[src/spio_pkg.sv]
// Purpose: shared constants for the shared parallel io port
// Assumes: 16-bit port, 32-bit axi4-lite data, word-aligned registers
// Notes: bits above the port width read as zero
package spio_pkg;
   localparam int PORT_W = 16;
   localparam int ADDR_W = 6;
   localparam logic [ADDR_W-1:0] OFF_DIRECTION = 6'h00;
   localparam logic [ADDR_W-1:0] OFF_OUT_LATCH = 6'h04;
   localparam logic [ADDR_W-1:0] OFF_PIN_VALUE = 6'h08;
   localparam logic [ADDR_W-1:0] OFF_OPEN_DRAIN = 6'h0c;
   localparam logic [ADDR_W-1:0] OFF_ANALOG_CFG = 6'h10;
   localparam logic [ADDR_W-1:0] OFF_ADC_DISABLE = 6'h14;
   localparam logic [PORT_W-1:0] RST_DIRECTION = 16'hffff;
   localparam logic [PORT_W-1:0] RST_OUT_LATCH = 16'h0000;
   localparam logic [PORT_W-1:0] RST_OPEN_DRAIN = 16'h0000;
   localparam logic [PORT_W-1:0] RST_ANALOG_CFG = 16'h0000;
   localparam logic RST_ADC_DISABLE = 1'b0;
   localparam int ADC_DIS_BIT = 0;
   localparam logic [1:0] RESP_OKAY = 2'b00;
   localparam logic [1:0] RESP_SLVERR = 2'b10;
endpackage

[src/spio_pin_sync.sv]
// Purpose: two-flop synchroniser for the pin inputs
// Assumes: one clock, synchronous active-low reset
// Notes: first stage feeds only the second stage
`timescale 1ns/1ns
module spio_pin_sync (
   input wire logic aclk,
   input wire logic aresetn,
   input wire logic [spio_pkg::PORT_W-1:0] d,
   output logic [spio_pkg::PORT_W-1:0] q
);
   import spio_pkg::*;
   logic [PORT_W-1:0] meta_r;
   always_ff @(posedge aclk) begin
      if (!aresetn) begin
         meta_r <= '0;
         q <= '0;
      end else begin
         meta_r <= d;
         q <= meta_r;
      end
   end
endmodule

[src/spio_port.sv]
// Purpose: shared parallel io port with axi4-lite register access
// Assumes: pin and peripheral inputs synchronous to aclk; valid_mask and analog_capable_mask are strap constants
// Notes: pin drive is two signals per pin (pin_out, pin_oe_n), output enable active low
`timescale 1ns/1ns
// What this block does
// - a peripheral actively driving a pin takes the driver; pin still readable
// - an enabled but idle peripheral leaves the pin to the port
// - muxes pick owner; port output never loops into peripheral input
// - direction bit 1 makes an input, 0 an output
// - every pin is an input after reset
// - latch register reads and writes the latch
// - pin value register reads pins; writing it writes the latch
// - invalid bits are disabled and read zero in all registers
// - open-drain bit makes the pin open-drain instead of push-pull
// - analog configuration resets to zero, analog-capable pins start analog
// - analog pins read low in the pin value register
// - digital-configured pins pass no analog level to the converter
// - input-only shared pins stay plain port pins
// - converter disabled forces all pins digital
module spio_port #(
   parameter logic [15:0] VALID_MASK = 16'hffff,
   parameter logic [15:0] ANALOG_MASK = 16'h00ff
) (
   input wire logic aclk,
   input wire logic aresetn,
   input wire logic [spio_pkg::ADDR_W-1:0] s_axi_awaddr,
   input wire logic s_axi_awvalid,
   output logic s_axi_awready,
   input wire logic [31:0] s_axi_wdata,
   input wire logic [3:0] s_axi_wstrb,
   input wire logic s_axi_wvalid,
   output logic s_axi_wready,
   output logic [1:0] s_axi_bresp,
   output logic s_axi_bvalid,
   input wire logic s_axi_bready,
   input wire logic [spio_pkg::ADDR_W-1:0] s_axi_araddr,
   input wire logic s_axi_arvalid,
   output logic s_axi_arready,
   output logic [31:0] s_axi_rdata,
   output logic [1:0] s_axi_rresp,
   output logic s_axi_rvalid,
   input wire logic s_axi_rready,
   input wire logic [spio_pkg::PORT_W-1:0] pin_in,
   output logic [spio_pkg::PORT_W-1:0] pin_out,
   output logic [spio_pkg::PORT_W-1:0] pin_oe_n,
   input wire logic [spio_pkg::PORT_W-1:0] periph_enable,
   input wire logic [spio_pkg::PORT_W-1:0] periph_drive,
   input wire logic [spio_pkg::PORT_W-1:0] periph_out,
   input wire logic [spio_pkg::PORT_W-1:0] periph_od,
   output logic [spio_pkg::PORT_W-1:0] periph_in,
   output logic [spio_pkg::PORT_W-1:0] analog_select
);
   import spio_pkg::*;

   logic [PORT_W-1:0] direction_r;
   logic [PORT_W-1:0] out_latch_r;
   logic [PORT_W-1:0] open_drain_r;
   logic [PORT_W-1:0] analog_cfg_r;
   logic adc_disable_r;
   logic [PORT_W-1:0] pin_sync;
   logic [PORT_W-1:0] analog_mode;
   logic [PORT_W-1:0] pin_value;
   logic [PORT_W-1:0] periph_own;
   logic [PORT_W-1:0] drv_val;
   logic [PORT_W-1:0] drv_od;
   logic [PORT_W-1:0] drv_en;
   logic [PORT_W-1:0] wmask;
   logic [PORT_W-1:0] wval;
   logic aw_held_r;
   logic w_held_r;
   logic [ADDR_W-1:0] awaddr_r;
   logic [31:0] wdata_r;
   logic [3:0] wstrb_r;
   logic do_write;
   logic wr_hit;

   spio_pin_sync u_sync (
      .aclk(aclk),
      .aresetn(aresetn),
      .d(pin_in),
      .q(pin_sync)
   );

   // converter disable overrides the configuration bits
   assign analog_mode = ANALOG_MASK & VALID_MASK & ~analog_cfg_r & {PORT_W{~adc_disable_r}};
   assign pin_value = pin_sync & ~analog_mode & VALID_MASK;

   generate
      for (genvar i = 0; i < PORT_W; i++) begin : g_pin
         // ownership only while the peripheral is enabled and actively driving
         assign periph_own[i] = periph_enable[i] & periph_drive[i];
         assign drv_val[i] = periph_own[i] ? periph_out[i] : out_latch_r[i];
         assign drv_od[i] = periph_own[i] ? periph_od[i] : open_drain_r[i];
         assign drv_en[i] = VALID_MASK[i] & ~analog_mode[i] & (periph_own[i] | ~direction_r[i]);
      end
   endgenerate

   // pins driven by the port itself feed no peripheral input
   always_ff @(posedge aclk) begin
      if (!aresetn) begin
         periph_in <= '0;
      end else begin
         periph_in <= pin_sync & VALID_MASK & ~analog_mode & ~(~direction_r & ~periph_own);
      end
   end

   always_ff @(posedge aclk) begin
      if (!aresetn) begin
         analog_select <= '0;
      end else begin
         analog_select <= analog_mode;
      end
   end

   // open-drain drives only the low level; high is released
   always_ff @(posedge aclk) begin
      if (!aresetn) begin
         pin_out <= '0;
         pin_oe_n <= '1;
      end else begin
         pin_out <= drv_val & ~drv_od;
         pin_oe_n <= ~(drv_en & ~(drv_od & drv_val));
      end
   end

   // write channel: address and data taken in either order
   assign do_write = aw_held_r & w_held_r & ~s_axi_bvalid;
   assign wmask = {{8{wstrb_r[1]}}, {8{wstrb_r[0]}}};
   assign wval = wdata_r[PORT_W-1:0];
   assign wr_hit = (awaddr_r == OFF_DIRECTION) | (awaddr_r == OFF_OUT_LATCH) | (awaddr_r == OFF_PIN_VALUE) |
                   (awaddr_r == OFF_OPEN_DRAIN) | (awaddr_r == OFF_ANALOG_CFG) | (awaddr_r == OFF_ADC_DISABLE);

   always_ff @(posedge aclk) begin
      if (!aresetn) begin
         aw_held_r <= 1'b0;
         w_held_r <= 1'b0;
         awaddr_r <= '0;
         wdata_r <= '0;
         wstrb_r <= '0;
         s_axi_awready <= 1'b0;
         s_axi_wready <= 1'b0;
      end else begin
         s_axi_awready <= ~aw_held_r & ~s_axi_awready & s_axi_awvalid;
         s_axi_wready <= ~w_held_r & ~s_axi_wready & s_axi_wvalid;
         if (s_axi_awvalid & s_axi_awready) begin
            aw_held_r <= 1'b1;
            awaddr_r <= s_axi_awaddr;
         end else if (do_write) begin
            aw_held_r <= 1'b0;
         end
         if (s_axi_wvalid & s_axi_wready) begin
            w_held_r <= 1'b1;
            wdata_r <= s_axi_wdata;
            wstrb_r <= s_axi_wstrb;
         end else if (do_write) begin
            w_held_r <= 1'b0;
         end
      end
   end

   always_ff @(posedge aclk) begin
      if (!aresetn) begin
         s_axi_bvalid <= 1'b0;
         s_axi_bresp <= RESP_OKAY;
      end else if (do_write) begin
         s_axi_bvalid <= 1'b1;
         s_axi_bresp <= wr_hit ? RESP_OKAY : RESP_SLVERR;
      end else if (s_axi_bready) begin
         s_axi_bvalid <= 1'b0;
      end
   end

   always_ff @(posedge aclk) begin
      if (!aresetn) begin
         direction_r <= RST_DIRECTION;
         out_latch_r <= RST_OUT_LATCH;
         open_drain_r <= RST_OPEN_DRAIN;
         analog_cfg_r <= RST_ANALOG_CFG;
         adc_disable_r <= RST_ADC_DISABLE;
      end else if (do_write) begin
         case (awaddr_r)
            OFF_DIRECTION: direction_r <= ((direction_r & ~wmask) | (wval & wmask)) & VALID_MASK;
            OFF_OUT_LATCH, OFF_PIN_VALUE: begin
               out_latch_r <= ((out_latch_r & ~wmask) | (wval & wmask)) & VALID_MASK;
            end
            OFF_OPEN_DRAIN: open_drain_r <= ((open_drain_r & ~wmask) | (wval & wmask)) & VALID_MASK;
            OFF_ANALOG_CFG: analog_cfg_r <= ((analog_cfg_r & ~wmask) | (wval & wmask)) & VALID_MASK;
            OFF_ADC_DISABLE: begin
               if (wstrb_r[0]) begin
                  adc_disable_r <= wdata_r[ADC_DIS_BIT];
               end
            end
            default: begin
            end
         endcase
      end
   end

   // read channel: one outstanding read, data from registers
   always_ff @(posedge aclk) begin
      if (!aresetn) begin
         s_axi_arready <= 1'b0;
         s_axi_rvalid <= 1'b0;
         s_axi_rdata <= '0;
         s_axi_rresp <= RESP_OKAY;
      end else begin
         s_axi_arready <= ~s_axi_arready & ~s_axi_rvalid & s_axi_arvalid;
         if (s_axi_arvalid & s_axi_arready) begin
            s_axi_rvalid <= 1'b1;
            s_axi_rresp <= RESP_OKAY;
            case (s_axi_araddr)
               OFF_DIRECTION: s_axi_rdata <= {16'h0000, direction_r & VALID_MASK};
               OFF_OUT_LATCH: s_axi_rdata <= {16'h0000, out_latch_r & VALID_MASK};
               OFF_PIN_VALUE: s_axi_rdata <= {16'h0000, pin_value};
               OFF_OPEN_DRAIN: s_axi_rdata <= {16'h0000, open_drain_r};
               OFF_ANALOG_CFG: s_axi_rdata <= {16'h0000, analog_cfg_r};
               OFF_ADC_DISABLE: s_axi_rdata <= {31'h00000000, adc_disable_r};
               default: begin
                  s_axi_rdata <= '0;
                  s_axi_rresp <= RESP_SLVERR;
               end
            endcase
         end else if (s_axi_rready) begin
            s_axi_rvalid <= 1'b0;
         end
      end
   end
endmodule

[config.mk]
export PLATFORM = sky130hd
export DESIGN_NAME = spio_port
export DESIGN_NICKNAME = d
export VERILOG_FILES = /design/src/spio_pkg.sv /design/src/spio_pin_sync.sv /design/src/spio_port.sv
export SDC_FILE = /design/constraint.sdc
export NUM_CORES = 1
export LEC_CHECK = 0
export CORE_UTILIZATION = 30
export CTS_CLUSTER_DIAMETER = 30
export DETAILED_ROUTE_END_ITERATION = 7
export DONT_BUFFER_PORTS = 1
export PLACE_DENSITY = 0.47
export SYNTH_ARGS = -nofsm -noshare
export SYNTH_HDL_FRONTEND = slang
export SYNTH_HIERARCHICAL = 1
export SYNTH_SLANG_ARGS = --single-unit
[constraint.sdc]
create_clock -name aclk -period 3.19 [get_ports aclk]
set_input_delay 0.319 -clock aclk [delete_from_list [all_inputs] [get_ports aclk]]
set_output_delay 0.319 -clock aclk [all_outputs]
set_load 0.03 [all_outputs]
==> flow_summary.ini <==
[run_status]
status = completed

[clock_network]
numCtsBuffers = 54
cts_sinks = 202
clk_pin_slew_ns = 0.04
clkLatencyLatePin_ns = 0.54
cts_tree = done
hold_buffers = 140
cts_root_buf = clkbuf_16
cts_setup_buffers = 0
ctsLongestPathBuffers = 3
htreeDepth = 2
cts-resized-gates = 0

[synth]
synth-main-ff-cell = dfxtp_1
yosysTopAreaCell = dfxtp_1
yosys-top-cells-area = dfxtp_1 (49%), mux2i_1 (7.7%), nand2_1 (6.3%), a21boi_0 (3.9%), a21oi_1 (3.7%)
synth-seq-cells = 202
synth_cell_types = 45
synth_edf_count = 0
synth-async-reset-ratio_pct = 0
syn_area_per_cell_sq_um = 9.29
netlist.area_leader.share_pct = 48.7
synth_most_common_cell = dfxtp_1
synth_top_cells_by_count = dfxtp_1 (202), nand2_1 (139), mux2i_1 (64), a21oi_1 (62), a21boi_0 (43)
ys_seq_area_share_pct = 48.7
yosysWarnings = 6
netlist_area_sq_um = 8310
netlist_instances = 894

[worst_hold_path]
min_path_type = input port to flop

[setup_path]
cp-end-kind = flop
start_kind = flop
crit_path_max_fanout = 16
crit_required_ns = 3.59
worstSetupPathType = flop to flop
arrival_ns = 2.61
slowest_stage = or4_1
crit_family = simple AND/OR/NAND/NOR gates
slowest_delay_ns = 0.93
crit_chain = nand3b_1, or4_1, nand3_1, o21ai_1
cp.buffers_inverters = 0

[detailed_routing]
drcViolationCount = 0
drt_iter0_drc = 391
firstDrtPassIters = 4
wl_per_cell_microns = 17.6
ant_nets = 0
via_per_inst = 4.89
drt-total-wl_mm = 25.3
via_count = 7026

[sta]
finalHoldViolations = 0
relSlewSlack_pct = 37.0
fin_crit_sh_pct = 69.2
rsz0062_at_grt = false
final-setup-viol-count = 0
clock_skew_ns = 0.0165
drv_slew = 0
tns_ns = 0
worstMarginPinSlew_ns = 0.943
finalCriticalPeriod_ns = 2.21
fmax_mhz = 453

[place]
port_buffers = 0
dp_hpwl_mm = 15.2
gp_congestion = 0.746

[power]
leakage_uw = 0.00432
finalPower_uw = 8700
vdd_drop_max_uv = 360
power_density_nw_per_um2 = 730

[grt]
grt_max_degree = 191
grt_usage_pct = 17.3
antenna_found_initial = 0
grt_pass1_wl_mm = 38.1
first_global_vias = 6895
overflow = 0

[finish]
regArea_sq_um = 4040
final_nets = 1185
drive_gt1_share_pct = 14.8
fin_util_pct = 44.1
multi_input_area_sq_um = 3900
diodes = 0
fill_cells = 2564
synthToLayoutAreaGrowth_pct = 43.5

[die]
die_y_microns = 168
die_w_microns = 168
start_util_pct = 30.7
rows = 60
dieArea_sq_um = 28400
core_sq_um = 27000
ios = 240

[run]
cap_violations = 0
worst register-to-register path, stage by stage, from the launching register on:
cell and delay (ns):
dfxtp_1 0.43, nand3b_1 0.43, or4_1 0.93, nand3_1 0.21
o21ai_1 0.08
layout by cell type, fill, tap and decap left out, types with 15 or more instances in the layout:
master | synthesis | final
a221oi_1 | 15 | 15
dlygate4sd3_1 | 0 | 139
conb_1 | 1 | 26
dfxtp_1 | 202 | 202
nand4b_1 | 17 | 17
nand3b_1 | 16 | 16
nor3_1 | 37 | 37
clkbuf_16 | 0 | 55
nand3_1 | 26 | 26
nor2b_1 | 19 | 18
buf_4 | 26 | 16
a21boi_0 | 43 | 43
nand2_1 | 139 | 139
nor3b_1 | 16 | 16
o21ai_0 | 34 | 34
mux2i_1 | 64 | 64
a21oi_1 | 62 | 62
and2_2 | 32 | 32
worst paths after layout:
kind | from | end | slack (ns) | depth (start not counted)
worst max-delay path | s_axi_bvalid | flop | 0.98 | 4
worst min register to register | u_sync/meta_r[14] | u_sync/q[14] | 0.44 | 1
worst min-delay path | periph_drive[1] | pin_oe_n[1] | 0.01 | 2
worst max register to register | s_axi_bvalid | flop | 0.98 | 4
layer usage:
| layer | GRT usage [%] | vias up | wire length [microns] |
|---|---|---|---|
| li1 | - | 3439 | - |
| met1 | 22.3 | 3306 | 11500 |
| met2 | 28.4 | 222 | 11700 |
| met3 | 3.62 | 59 | 1320 |
| met4 | 6.68 | 0 | 685 |
| met5 | 0 | - | 0 |
stage by stage:
| step | hold slack (ns) | setup slack [ns] | std cells | instance area [sq um] |
|---|---|---|---|---|
| 2_1_floorplan | 0.415 | 1.29 | 919 | 8400 |
| 3_3_place_gp | 0.397 | 0.910 | 1195 | 8530 |
| 3_5_place_dp | 0.403 | 0.885 | 1195 | 8530 |
| 4_1_cts | 0.00167 | 0.957 | 1437 | 11900 |
| 5_1_grt | 0.0139 | 0.829 | 1437 | 11900 |
| 6_report | 0.0124 | 0.981 | 1437 | 11900 |
report_power, final:
| part | internal (uW) | leakage (uW) | switching [uW] |
|---|---|---|---|
| combinational | 172 | 0.00172 | 181 |
| clock | 4090 | 0.000960 | 1610 |
| sequential | 2580 | 0.00164 | 75.1 |
| total | 6840 | 0.00432 | 1860 |
cell families (layout without fill, tap and decap cells):
| logic type | Yosys count | in the layout | share of synthesized area (%) |
|---|---|---|---|
| buf+inv | 92 | 269 | 5.74 |
| other cells | 1 | 26 | 0.0451 |
| simple gates | 334 | 334 | 22.2 |
| compound gates | 199 | 199 | 15.2 |
| xor+xnor | 1 | 1 | 0.105 |
| flops | 202 | 202 | 48.7 |
| mux | 65 | 65 | 7.98 |
cell type report:
cell class / count / share of cell area [%]
Clock inverter: 31 / 3.37
Multi-Input combinational cell: 625 / 32.7
Sequential cell: 202 / 33.9
Timing Repair Buffer: 156 / 12.9
Clock buffer: 71 / 13.2
Tap cell: 341 / 3.58
Inverter: 11 / 0.346
No activity file was read; power rests on OpenSTA's default activity.
